==> config.mk <==
export PLATFORM = sky130hd
export DESIGN_NAME = res_rail_enable
export DESIGN_NICKNAME = d
export VERILOG_FILES = /design/src/rtl/res_pkg.sv /design/src/rtl/res_edge_delay.sv /design/src/rtl/res_rail_enable.sv
export VERILOG_INCLUDE_DIRS = /design/src /design/src/rtl
export SDC_FILE = /design/constraint.sdc
export NUM_CORES = 1
export LEC_CHECK = 0
export BUFFER_PORTS_ARGS = -buffer_cell sky130_fd_sc_hd__buf_2
export CORE_AREA = 5 5 147 149
export DETAILED_ROUTE_END_ITERATION = 10
export DIE_AREA = 0 0 152 154
export PLACE_DENSITY = 0.53
export SETUP_SLACK_MARGIN = 0.2
export SLEW_MARGIN = 20
export SYNTH_ARGS = -nofsm -noshare
export SYNTH_HDL_FRONTEND = slang
export SYNTH_SLANG_ARGS = --single-unit
==> constraint.sdc <==
create_clock -name mclk -period 4 [get_ports mclk]
set_input_delay 0.8 -clock mclk [delete_from_list [all_inputs] [get_ports mclk]]
set_output_delay 0.8 -clock mclk [all_outputs]
set_load 0.05 [all_outputs]
==> src/rtl/res_params.svh <==
// Constants for the rail enable sequencer
`ifndef RES_PARAMS_SVH
`define RES_PARAMS_SVH
`define RES_OFF_SRC_CFG 8'h08
`define RES_OFF_EDGE_DLY 8'h09
`define RES_OFF_PEER_MASK 8'h0A
`define RES_BIT_STEP 5
`define RES_SEL_HI 4
`define RES_SEL_LO 2
`define RES_BIT_SHARED_MASK 1
`define RES_BIT_SWB_MASK 0
`define RES_OFF_DLY_HI 5
`define RES_OFF_DLY_LO 3
`define RES_ON_DLY_HI 2
`define RES_ON_DLY_LO 0
`define RES_SRC_CFG_RESET 8'hC0
`define RES_EDGE_DLY_RESET 8'h00
`define RES_PEER_MASK_RESET 8'h00
`define RES_SEL_ALWAYS_ON 3'h7
`define RES_CLK_KHZ 50000
`define RES_MS_2 2
`define RES_MS_4 4
`define RES_MS_8 8
`define RES_MS_16 16
`define RES_MS_24 24
`define RES_MS_32 32
`define RES_MS_64 64
`define RES_CYC(ms) (32'((ms) * `RES_CLK_KHZ))
`endif

==> src/rtl/res_pkg.sv <==
// Types for the rail enable sequencer
`default_nettype none
package res_pkg;
  typedef enum logic [2:0] {
    RES_SRC_FIRST, RES_SRC_SECOND, RES_SRC_FIFTH, RES_SRC_FOURTH,
    RES_SRC_THIRD, RES_SRC_THIRD_FOURTH, RES_SRC_SIXTH, RES_SRC_ALWAYS
  } res_src_t;
  typedef enum logic {RES_STEP_10MV, RES_STEP_25MV} res_step_t;
endpackage
`default_nettype wire

==> src/rtl/res_edge_delay.sv <==
// Edge delay filter: follows an input after a separate rise or fall delay
`timescale 1ns/1ps
`default_nettype none
`include "res_params.svh"
module res_edge_delay (
  input wire logic mclk,
  input wire logic resetn,
  input wire logic level_in,
  input wire logic [2:0] rise_code,
  input wire logic [2:0] fall_code,
  output logic level_out
);
  logic [31:0] cnt_q;
  logic [31:0] target;
  logic [2:0] code;
  logic out_q;

  assign code = level_in ? rise_code : fall_code;

  // Code 110 is 32 ms and 011 is 8 ms on both edges
  always_comb begin
    unique case (code)
      3'h0: target = 32'h0;
      3'h1: target = `RES_CYC(`RES_MS_2);
      3'h2: target = `RES_CYC(`RES_MS_4);
      3'h3: target = `RES_CYC(`RES_MS_8);
      3'h4: target = `RES_CYC(`RES_MS_16);
      3'h5: target = `RES_CYC(`RES_MS_24);
      3'h6: target = `RES_CYC(`RES_MS_32);
      3'h7: target = `RES_CYC(`RES_MS_64);
    endcase
  end

  // Counter restarts whenever the input returns to the output level
  always_ff @(posedge mclk or negedge resetn) begin
    if (!resetn) begin
      cnt_q <= 32'h0;
    end else if (level_in == out_q) begin
      cnt_q <= 32'h0;
    end else begin
      cnt_q <= cnt_q + 32'h1;
    end
  end

  always_ff @(posedge mclk or negedge resetn) begin
    if (!resetn) begin
      out_q <= 1'b0;
    end else if (level_in != out_q && cnt_q + 32'h1 >= target) begin
      out_q <= level_in;
    end
  end

  assign level_out = out_q;

  a_zero_delay_follow: assert property (@(posedge mclk) disable iff (!resetn)
    (level_in != out_q && code == 3'h0) |=> (out_q == $past(level_in)))
    else $error("zero delay edge not followed in one cycle");
endmodule // res_edge_delay
`default_nettype wire

==> src/rtl/res_rail_enable.sv <==
// Rail enable sequencer: source select, edge delays and peer power-good gating
// Behaviour
// Three-bit selector picks control input first, second, fifth, fourth, third, third&fourth, sixth.
// Selector 111 feeds constant one, no pin needed.
// Mask bit 0 requires that peer power-good; 1 drops it.
// Source register bit 1 masks shared rail good, bit 0 switch B one good.
// Peer mask register bits map regulator3, regulator2, switch A1, rails 6..3, rail one.
// Bits 5:3 select delay from enable falling edge to rail disable.
// Bits 2:0 select delay from enable rising edge to rail enable.
// Delay codes: 0, 2, 4, 8, 16, 24, 32, 64 ms, tolerance ten percent.
// Bit 5 sets voltage increment: 0 is 10 mV, 1 is 25 mV.
// Host should change the increment bit only through the offline configuration flow.
// Code 110 is 32 ms; code 011 is 8 ms on both edges.
// Rail enabled when delayed source high and all unmasked peer goods true.
`timescale 1ns/1ps
`default_nettype none
`include "res_params.svh"
module res_rail_enable (
  input wire logic mclk,
  input wire logic resetn,
  input wire logic [5:0] control_input,
  input wire logic shared_switch_regulator_rail_good,
  input wire logic load_switch_b_one_good,
  input wire logic linear_regulator_three_good,
  input wire logic linear_regulator_two_good,
  input wire logic load_switch_a_one_good,
  input wire logic converter_rail_six_good,
  input wire logic converter_rail_five_good,
  input wire logic converter_rail_four_good,
  input wire logic controller_rail_three_good,
  input wire logic controller_rail_one_good,
  input wire logic otp_load,
  input wire logic [7:0] otp_src_cfg,
  input wire logic [7:0] otp_edge_dly,
  input wire logic [7:0] otp_peer_mask,
  input wire logic reg_wr,
  input wire logic reg_rd,
  input wire logic [7:0] reg_addr,
  input wire logic [7:0] reg_wdata,
  output logic [7:0] reg_rdata,
  output logic reg_addr_err,
  output logic rail_one_voltage_increment,
  output logic rail_enable
);
  // ---------------------------------------------------------------
  // Registers
  // ---------------------------------------------------------------
  logic [7:0] src_cfg_q;
  logic [7:0] edge_dly_q;
  logic [7:0] peer_mask_q;
  logic [7:0] rdata_q;
  logic addr_err_q;

  // OTP image load wins over a host write in the same cycle
  always_ff @(posedge mclk or negedge resetn) begin
    if (!resetn) begin
      src_cfg_q <= `RES_SRC_CFG_RESET;
    end else if (otp_load) begin
      src_cfg_q <= otp_src_cfg;
    end else if (reg_wr && reg_addr == `RES_OFF_SRC_CFG) begin
      src_cfg_q <= reg_wdata;
    end
  end

  always_ff @(posedge mclk or negedge resetn) begin
    if (!resetn) begin
      edge_dly_q <= `RES_EDGE_DLY_RESET;
    end else if (otp_load) begin
      edge_dly_q <= otp_edge_dly;
    end else if (reg_wr && reg_addr == `RES_OFF_EDGE_DLY) begin
      edge_dly_q <= reg_wdata;
    end
  end

  always_ff @(posedge mclk or negedge resetn) begin
    if (!resetn) begin
      peer_mask_q <= `RES_PEER_MASK_RESET;
    end else if (otp_load) begin
      peer_mask_q <= otp_peer_mask;
    end else if (reg_wr && reg_addr == `RES_OFF_PEER_MASK) begin
      peer_mask_q <= reg_wdata;
    end
  end

  // Unmapped reads return zero and raise the error flag for that read
  always_ff @(posedge mclk or negedge resetn) begin
    if (!resetn) begin
      rdata_q <= 8'h00;
      addr_err_q <= 1'b0;
    end else if (reg_rd || reg_wr) begin
      unique case (reg_addr)
        `RES_OFF_SRC_CFG: begin
          rdata_q <= src_cfg_q;
          addr_err_q <= 1'b0;
        end
        `RES_OFF_EDGE_DLY: begin
          rdata_q <= edge_dly_q;
          addr_err_q <= 1'b0;
        end
        `RES_OFF_PEER_MASK: begin
          rdata_q <= peer_mask_q;
          addr_err_q <= 1'b0;
        end
        default: begin
          rdata_q <= 8'h00;
          addr_err_q <= 1'b1;
        end
      endcase
    end else begin
      addr_err_q <= 1'b0;
    end
  end

  assign reg_rdata = rdata_q;
  assign reg_addr_err = addr_err_q;

  // ---------------------------------------------------------------
  // Pin synchronisers
  // ---------------------------------------------------------------
  logic [15:0] pin_raw;
  logic [15:0] pin_meta_q;
  logic [15:0] pin_sync_q;

  assign pin_raw = {control_input, shared_switch_regulator_rail_good, load_switch_b_one_good,
    linear_regulator_three_good, linear_regulator_two_good, load_switch_a_one_good,
    converter_rail_six_good, converter_rail_five_good, converter_rail_four_good,
    controller_rail_three_good, controller_rail_one_good};

  always_ff @(posedge mclk or negedge resetn) begin
    if (!resetn) begin
      pin_meta_q <= 16'h0000;
      pin_sync_q <= 16'h0000;
    end else begin
      pin_meta_q <= pin_raw;
      pin_sync_q <= pin_meta_q;
    end
  end

  logic [5:0] ctl_s;
  logic [7:0] peer_good_s;
  logic [1:0] local_good_s;

  assign ctl_s = pin_sync_q[15:10];
  assign local_good_s = pin_sync_q[9:8];
  assign peer_good_s = pin_sync_q[7:0];

  // ---------------------------------------------------------------
  // Source select
  // ---------------------------------------------------------------
  res_pkg::res_src_t sel;
  logic src_level;

  assign sel = res_pkg::res_src_t'(src_cfg_q[`RES_SEL_HI:`RES_SEL_LO]);

  always_comb begin
    unique case (sel)
      res_pkg::RES_SRC_FIRST: src_level = ctl_s[0];
      res_pkg::RES_SRC_SECOND: src_level = ctl_s[1];
      res_pkg::RES_SRC_FIFTH: src_level = ctl_s[4];
      res_pkg::RES_SRC_FOURTH: src_level = ctl_s[3];
      res_pkg::RES_SRC_THIRD: src_level = ctl_s[2];
      res_pkg::RES_SRC_THIRD_FOURTH: src_level = ctl_s[2] & ctl_s[3];
      res_pkg::RES_SRC_SIXTH: src_level = ctl_s[5];
      res_pkg::RES_SRC_ALWAYS: src_level = 1'b1;
    endcase
  end

  // ---------------------------------------------------------------
  // Edge delay and peer gating
  // ---------------------------------------------------------------
  logic src_delayed;

  res_edge_delay u_delay (
    .mclk(mclk),
    .resetn(resetn),
    .level_in(src_level),
    .rise_code(edge_dly_q[`RES_ON_DLY_HI:`RES_ON_DLY_LO]),
    .fall_code(edge_dly_q[`RES_OFF_DLY_HI:`RES_OFF_DLY_LO]),
    .level_out(src_delayed)
  );

  logic [9:0] good_all;
  logic [9:0] mask_all;
  logic [9:0] term_ok;
  logic en_q;

  assign good_all = {peer_good_s, local_good_s};
  assign mask_all = {peer_mask_q, src_cfg_q[`RES_BIT_SHARED_MASK], src_cfg_q[`RES_BIT_SWB_MASK]};

  // A masked good is forced true so it drops out of the AND
  genvar gi;
  generate
    for (gi = 0; gi < 10; gi = gi + 1) begin : g_term
      assign term_ok[gi] = mask_all[gi] | good_all[gi];
    end
  endgenerate

  always_ff @(posedge mclk or negedge resetn) begin
    if (!resetn) begin
      en_q <= 1'b0;
    end else begin
      en_q <= src_delayed & (&term_ok);
    end
  end

  assign rail_enable = en_q;
  assign rail_one_voltage_increment = src_cfg_q[`RES_BIT_STEP];

  // ---------------------------------------------------------------
  // Checks
  // ---------------------------------------------------------------
  a_enable_needs_goods: assert property (@(posedge mclk) disable iff (!resetn)
    en_q |-> ($past(src_delayed) && $past(&term_ok)))
    else $error("rail enabled without source or peer good");
  a_masked_peer_ignored: assert property (@(posedge mclk) disable iff (!resetn)
    (src_delayed && (&mask_all)) |=> en_q)
    else $error("fully masked rail not enabled");
  a_unmasked_peer_low: assert property (@(posedge mclk) disable iff (!resetn)
    (!mask_all[2] && !good_all[2]) |=> !en_q)
    else $error("unmasked peer low but rail enabled");
  a_shared_mask_low: assert property (@(posedge mclk) disable iff (!resetn)
    (!src_cfg_q[`RES_BIT_SHARED_MASK] && !local_good_s[1]) |=> !en_q)
    else $error("shared rail good ignored while unmasked");
  a_always_on_source: assert property (@(posedge mclk) disable iff (!resetn)
    (sel == res_pkg::RES_SRC_ALWAYS) |-> src_level)
    else $error("constant one source not high");
  a_pair_source: assert property (@(posedge mclk) disable iff (!resetn)
    (sel == res_pkg::RES_SRC_THIRD_FOURTH) |-> (src_level == (ctl_s[2] && ctl_s[3])))
    else $error("third and fourth pair wrong");
  a_fifth_source: assert property (@(posedge mclk) disable iff (!resetn)
    (sel == res_pkg::RES_SRC_FIFTH) |-> (src_level == ctl_s[4]))
    else $error("selector 010 not fifth input");
  a_step_follows: assert property (@(posedge mclk) disable iff (!resetn)
    (reg_wr && !otp_load && reg_addr == `RES_OFF_SRC_CFG)
      |=> (rail_one_voltage_increment == $past(reg_wdata[`RES_BIT_STEP])))
    else $error("increment bit not written");
  // Only a rise from a low output starts the rise delay; a cut fall keeps the output high
  a_no_early_rise: assert property (@(posedge mclk) disable iff (!resetn)
    ($rose(src_level) && !src_delayed && edge_dly_q[`RES_ON_DLY_HI:`RES_ON_DLY_LO] == 3'h1)
      |=> !src_delayed [*8])
    else $error("rise delay ended too early");
endmodule // res_rail_enable
`default_nettype wire

==> metrics.md, run 1 <==
| Metric | Value |
|---|---|
| Dpl cells | `808` |
| TritonRoute pass-1 iters | `7` |
| Final HPWL DP | `9.11 mm` |
| Largest net degree at the start of global routing | `75` |
| Slew margin rel. | `0.361` |
| Primary FF master, synth | `dfrtp_1` |
| Worst vdd ir | `0.271 mV` |
| Final std cells w/o fill | `826` |
| YS warnings | `0` |
| Diode count | `0` |
| Minimum clock period | `3.66 ns` |
| Reg-to-Reg End | `u_delay.level_out$_DFFE_PN0P_` |
| Die ar. | `23400 um^2` |
| Hold Path End | `pin_sync_q[0]$_DFF_PN0_` |
| Period utilization | `0.914` |
| WP data required | `4.24 ns` |
| Cell-internal power | `1.75 mW` |
| CTS buffer count | `9` |
| Flop pwr share | `0.453` |
| Layout cells sized above 1 | `0.237` |
| Reg2reg setup slack | `0.34 ns` |
| Asr flop ratio synth | `1.00` |
| Hold path start | `pin_meta_q[0]$_DFF_PN0_` |
| Drt initial violations | `199` |
| Clock Power Share | `0.371` |
| DRC | `0` |
| RR Startpoint | `src_cfg_q[3]$_DFFE_PN0P_` |
| Switch share | `0.293` |
| Final Skew | `0.0119 ns` |
| Setup TNS | `0 ns` |
| Hold Vio Cnt, Final | `0` |
| Fmax | `273 MHz` |
| Avg Vias per Cell | `4.47` |
| Fillers | `2138` |
| Arr. time, crit path | `3.90 ns` |
| Longest Clk Path Bufs | `2` |
| CP Launch Type | `flop` |
| Post-DP Area | `5630 um^2` |
| Hold_ws | `0.351 ns` |
| First-pass GRT wire length | `19.8 mm` |
| Multi-input logic area | `2370 um^2` |
| Logic pwr share | `0.176` |
| Register area share after synthesis | `0.499` |
| Largest area contributor in the netlist | `dfrtp_1` |
| Worst-skew pair later-pin latency | `0.35 ns` |
| Net Count, Synth | `561` |
| Mean Syn Cell Area | `10.4 um^2` |
| Leak | `2.82 nW` |
| Io pins | `72` |
| Nets | `635` |
| Final ANT Viol Nets | `0` |
| Unique masters post-synth | `56` |
| RSZ-0062 raised after global routing | `false` |
| Register Area | `2480 um^2` |
| Worst Hold Class | `flop to flop` |
| Number of global-route vias before repair | `3841` |
| Gpl congestion | `0.814` |
| Top-count cell post-synth | `dfrtp_1` |
| GRT Residual Overflow | `0` |
| H-tree levels | `3` |
| CTS root buf | `clkbuf_16` |
| Die H | `154 um` |
| CP max FO | `8` |
| NetSw | `0.723 mW` |
| Outcome | `finished clean` |
| CP endpoint kind | `flop` |
| Worst slew pin tran | `0.958 ns` |
| Register bit total from synthesis | `99` |
| Pwr dens | `412 nW/um^2` |
| Via count | `3694` |
| Most instantiated cells after synthesis | `dfrtp_1 (97), nor2_1 (53), nand2_1 (48)` |
| Core box area | `20000 um^2` |
| Top cells by area, synth | `dfrtp_1 (49%), mux2i_1 (6.0%), ha_1 (5.8%)` |
| Port bufs | `71` |
| EDFF count, synth | `0` |
| R2R cell count | `16` |
| Initial antenna violation count | `0` |
| CTS tree | `built` |
| Critical path class | `flop to flop` |
| Initial core utilization | `0.248` |
| CTS Sinks | `99` |
| FP Rows | `52` |
| Clock Pin Slew Worst Setup and Hold Paths | `0.07 ns` |
| Post-Syn Area | `4970 um^2` |
| Hold Path Stages | `0` |
| Chip width | `152 um` |
| Avg WL per Cell | `14.7 um` |
| Final Instance Area | `6000 um^2` |
| Post-synth top area share | `0.489` |
| Final wirelength | `12.2 mm` |
| Final setup viols | `0` |
| Max_cap viols | `0` |
| Mapped Cells | `477` |
| Area grow syn2layout | `20.8%` |
| Fin. max-slew vios | `0` |
| GRT Overall Usage | `0.103` |
-- worst max path at each step --
stage,cells past startpoint,to,start
after global routing,16,u_delay.level_out$_DFFE_PN0P_,src_cfg_q[3]$_DFFE_PN0P_
after global placement,16,u_delay.level_out$_DFFE_PN0P_,src_cfg_q[3]$_DFFE_PN0P_
after CTS,16,u_delay.level_out$_DFFE_PN0P_,src_cfg_q[3]$_DFFE_PN0P_
after detailed placement,16,u_delay.level_out$_DFFE_PN0P_,src_cfg_q[3]$_DFFE_PN0P_
final,16,u_delay.level_out$_DFFE_PN0P_,src_cfg_q[3]$_DFFE_PN0P_
after floorplan,17,u_delay.level_out$_DFFE_PN0P_,src_cfg_q[3]$_DFFE_PN0P_
-- registers in the layout, indices dropped and copies added, names as in the netlist --
signal / flops
edge_dly_q: 8
peer_mask_q: 8
pin_meta_q: 16
pin_sync_q: 16
rail_enable: 1
reg_addr_err: 1
reg_rdata: 8
src_cfg_q: 8
u_delay.cnt_q: 32
u_delay.level_out: 1
-- layer usage --
metal / vias up / routed length, um / GRT usage
met1: 1786 / 5520 / 0.128
met4: 0 / 68 / 0.0171
met3: 10 / 581 / 0.0363
met2: 89 / 6000 / 0.177
li1: 1809 / - / -
met5: - / 0 / 0
-- cell usage in the layout, fill, tap and decap left out, drive strengths merged, types with 4 or more instances in the layout --
cell     n
nand2   48
or2      4
o21ai   37
dfrtp   97
mux2i   31
buf     82
and3     8
a221oi   8
nand3   13
nor3     8
nor2b   13
nand4   14
ha      23
o22ai    4
mux2    10
xor2    16
nor2    54
xnor2   16
clkbuf  10
inv     16
a21oi    9
-- repair_timing --
action | 4_1_cts | 5_1_grt
resized for setup | 2 | 8
hold buffers | 0 | 0
endpoints found under the setup margin | 1 | 1
pin swaps | 0 | 5
setup buffers | 0 | 2
-- cells by family (layout without fill, tap and decap cells) --
group | Yosys count | in the layout | share of synthesized area
AND/OR/NAND/NOR | 176 | 176 | 0.175
flip-flops | 99 | 99 | 0.499
AO/OA/AOI/OAI | 73 | 73 | 0.0907
multiplexers | 41 | 41 | 0.0877
buffers and inverters | 33 | 112 | 0.0312
XOR/XNOR | 32 | 32 | 0.0579
adder cells (fa/ha/maj) | 23 | 23 | 0.0579
-- worst max-delay path: stages, from the launching register on --
cell and delay [ns]:
dfrtp_2 0.46, mux2_1 0.32, o21ai_1 0.13, a221o_1 0.27
mux2i_2 0.34, inv_1 0.13, ha_2 0.31, inv_1 0.07
mux2i_1 0.08, ha_1 0.20, a21oi_1 0.16, o21ai_0 0.13
a211oi_1 0.26, nor2_1 0.10, nor4b_2 0.29, nand4_1 0.16
mux2i_1 0.15
-- through the flow --
step / power, mW / worst slack [ns] / utilization
6_report: 2.47 / 0.343 / 0.299
5_1_grt: 2.60 / 0.0900 / 0.299
4_1_cts: 2.50 / 0.236 / 0.297
3_5_place_dp: 1.56 / 0.127 / 0.281
3_3_place_gp: 1.54 / 0.441 / 0.281
2_1_floorplan: 1.41 / 0.558 / -
-- power groups by stage --
| stage | clock [mW] | combinational, mW | sequential, mW |
|---|---|---|---|
| finish | 0.918 | 0.434 | 1.12 |
| global route | 0.987 | 0.485 | 1.13 |
| CTS | 0.951 | 0.426 | 1.12 |
| detailed placement | 0 | 0.423 | 1.14 |
| global placement | 0 | 0.408 | 1.14 |
| floorplan | 0 | 0.277 | 1.14 |
-- layout make-up --
type | count | area share
repair buffers | 82 | 0.0734
clock inverters | 6 | 0.0138
flip-flops and latches | 99 | 0.413
clock buffers | 10 | 0.0398
inverters | 14 | 0.00876
multi-input cells | 345 | 0.394
well taps | 270 | 0.0563
No activity file was read; power rests on OpenSTA's default activity.
==> run 2: changes to the inputs <==
==> constraint.sdc (replaced) <==
create_clock -name mclk -period 4 [get_ports mclk]
set_input_delay 0.4 -clock mclk [delete_from_list [all_inputs] [get_ports mclk]]
set_output_delay 0.4 -clock mclk [all_outputs]
set_load 0.05 [all_outputs]
==> metrics.md, run 2 (synthesis results as in run 1) <==
| Metric | Value |
|---|---|
| Outcome | `finished clean` |
| Layout cells sized above 1 | `0.225` |
| RR Startpoint | `src_cfg_q[3]$_DFFE_PN0P_` |
| Met3 Usage GRT | `0.0273` |
| GRT Overall Usage | `0.105` |
| Most frequent cells in the layout | `dfrtp_1 (96), buf_2 (70), nor2_1 (53)` |
| Busiest layer in global routing | `met2` |
| Die ar. | `23400 um^2` |
| Most common cell after layout, fill and taps aside | `dfrtp_1` |
| Period utilization | `0.889` |
| Via count | `3636` |
| Slew margin rel. | `0.464` |
| Longest Clk Path Bufs | `2` |
| Hold Vio Cnt, Final | `0` |
| Setup TNS | `0 ns` |
| Final ANT Viol Nets | `0` |
| Total power after layout | `2.39 mW` |
| Io pins | `72` |
| Avg WL per Cell | `14.6 um` |
| Max reg flops | `32` |
| Flop pwr share | `0.468` |
| Pwr dens | `403 nW/um^2` |
| Worst vdd ir | `0.246 mV` |
| CTS tree | `built` |
| Worst-skew pair later-pin latency | `0.35 ns` |
| Dpl cells | `805` |
| Arr. time, crit path | `3.80 ns` |
| H-tree levels | `3` |
| Reg-to-Reg End | `u_delay.level_out$_DFFE_PN0P_` |
| Avg Vias per Cell | `4.42` |
| Number of global-route vias before repair | `3943` |
| Worst slew pin tran | `0.801 ns` |
| Final std cells w/o fill | `822` |
| DRC | `0` |
| Biggest regs | `u_delay.cnt_q: 32 flops, pin_meta_q: 16 flops, pin_sync_q: 16 flops` |
| Clock Pin Slew Worst Setup and Hold Paths | `0.07 ns` |
| Max_cap viols | `0` |
| WP data required | `4.24 ns` |
| Diode count | `0` |
| Initial antenna violation count | `0` |
| Logic pwr share | `0.175` |
| Chip width | `152 um` |
| NetSw | `0.723 mW` |
| Fmax | `281 MHz` |
| Final HPWL DP | `9.05 mm` |
| Final wirelength | `12.0 mm` |
| M2 GR Usage | `0.177` |
| Clock Power Share | `0.357` |
| Critical path class | `flop to flop` |
| Final setup viols | `0` |
| Final Skew | `0.00778 ns` |
| Gpl congestion | `0.829` |
| CTS root buf | `clkbuf_16` |
| Critical path endpoint | `u_delay.level_out$_DFFE_PN0P_` |
| Core box area | `20000 um^2` |
| Switch share | `0.302` |
| M1 GR Usage | `0.130` |
| Port bufs | `71` |
| Initial core utilization | `0.248` |
| Fin. max-slew vios | `0` |
| First-pass GRT wire length | `20.0 mm` |
| CP endpoint kind | `flop` |
| RSZ-0062 raised after global routing | `false` |
| FP Rows | `52` |
| Reg2reg setup slack | `0.44 ns` |
| Drt initial violations | `192` |
| CP startpoint | `src_cfg_q[3]$_DFFE_PN0P_` |
| CTS buffer count | `9` |
| Nets | `631` |
| CP Launch Type | `flop` |
| CP max FO | `6` |
| Fillers | `2162` |
| TritonRoute pass-1 iters | `4` |
| Minimum clock period | `3.56 ns` |
| R2R cell count | `16` |
| Die H | `154 um` |
| GRT Residual Overflow | `0` |
| Post-CTS Hold Buffers | `0` |
| CTS Sinks | `99` |
| Leak | `2.80 nW` |
| Largest net degree at the start of global routing | `78` |
| Area grow syn2layout | `19.3%` |
| Reg with most FFs | `u_delay.cnt_q` |
| Worst Hold Class | `primary input to asynchronous set/reset pin` |
| Cell-internal power | `1.67 mW` |
## run 2: worst min path at each step
stage	startpoint	end	slack, ns
floorplan	resetn	edge_dly_q[0]$_DFFE_PN0P_	0.10
global placement	pin_meta_q[6]$_DFF_PN0_	pin_sync_q[6]$_DFF_PN0_	0.34
detailed placement	pin_meta_q[0]$_DFF_PN0_	pin_sync_q[0]$_DFF_PN0_	0.34
CTS	controller_rail_one_good	pin_meta_q[0]$_DFF_PN0_	0.13
global route	resetn	u_delay.cnt_q[26]$_DFF_PN0_	0.13
finish	resetn	u_delay.cnt_q[26]$_DFF_PN0_	0.07
## run 2: repair_timing
item | in CTS | in global routing
resized for setup | 0 | 5
buffers inserted | 0 | 1
setup endpoints to repair | 0 | 1
endpoints found under the hold margin | 0 | 0
## run 2: routing by layer
layer	part of all wire	routed length (um)	vias to the layer above
met1	0.45	5420	1748
met4	0.016	190	0
met5	0	0	-
met2	0.49	5850	81
li1	-	-	1795
met3	0.042	507	12
## run 2: worst max-delay path, cell delays in order, from the launching register on
cell,delay (ns)
dfrtp_2,0.44
mux2_1,0.32
o21ai_0,0.16
a221o_1,0.27
mux2i_2,0.31
inv_1,0.12
ha_1,0.23
nand2b_1,0.10
a21boi_2,0.16
ha_1,0.26
a21oi_1,0.13
o21ai_0,0.10
a211oi_1,0.21
nor2_1,0.08
nor4b_2,0.25
nand4_1,0.16
mux2i_1,0.14
## run 2: area by class of cell
type / count / area (um^2) / share of cell area
sequential: 99 / 2480 / 0.419
multi-input combinational: 345 / 2340 / 0.396
timing repair buffer: 78 / 414 / 0.0699
tap: 270 / 338 / 0.0570
clock buffer: 9 / 225 / 0.0380
clock inverter: 7 / 70.1 / 0.0118
inverter: 14 / 52.6 / 0.00887
## run 2: power groups by stage
stage / clock (mW) / sequential, mW / combinational, mW
finish: 0.852 / 1.12 / 0.419
global route: 0.923 / 1.13 / 0.477
CTS: 0.888 / 1.12 / 0.424
detailed placement: 0 / 1.14 / 0.421
global placement: 0 / 1.14 / 0.408
floorplan: 0 / 1.14 / 0.277
## run 2: stage by stage
step | utilization | area [um^2] | hold slack (ns) | worst slack (ns)
after global routing | 0.296 | 5920 | 0.131 | 0.164
after floorplan | - | 4970 | 0.104 | 0.558
after detailed placement | 0.280 | 5610 | 0.337 | 0.303
final | 0.296 | 5920 | 0.0696 | 0.445
after CTS | 0.294 | 5900 | 0.130 | 0.301
after global placement | 0.280 | 5610 | 0.337 | 0.437
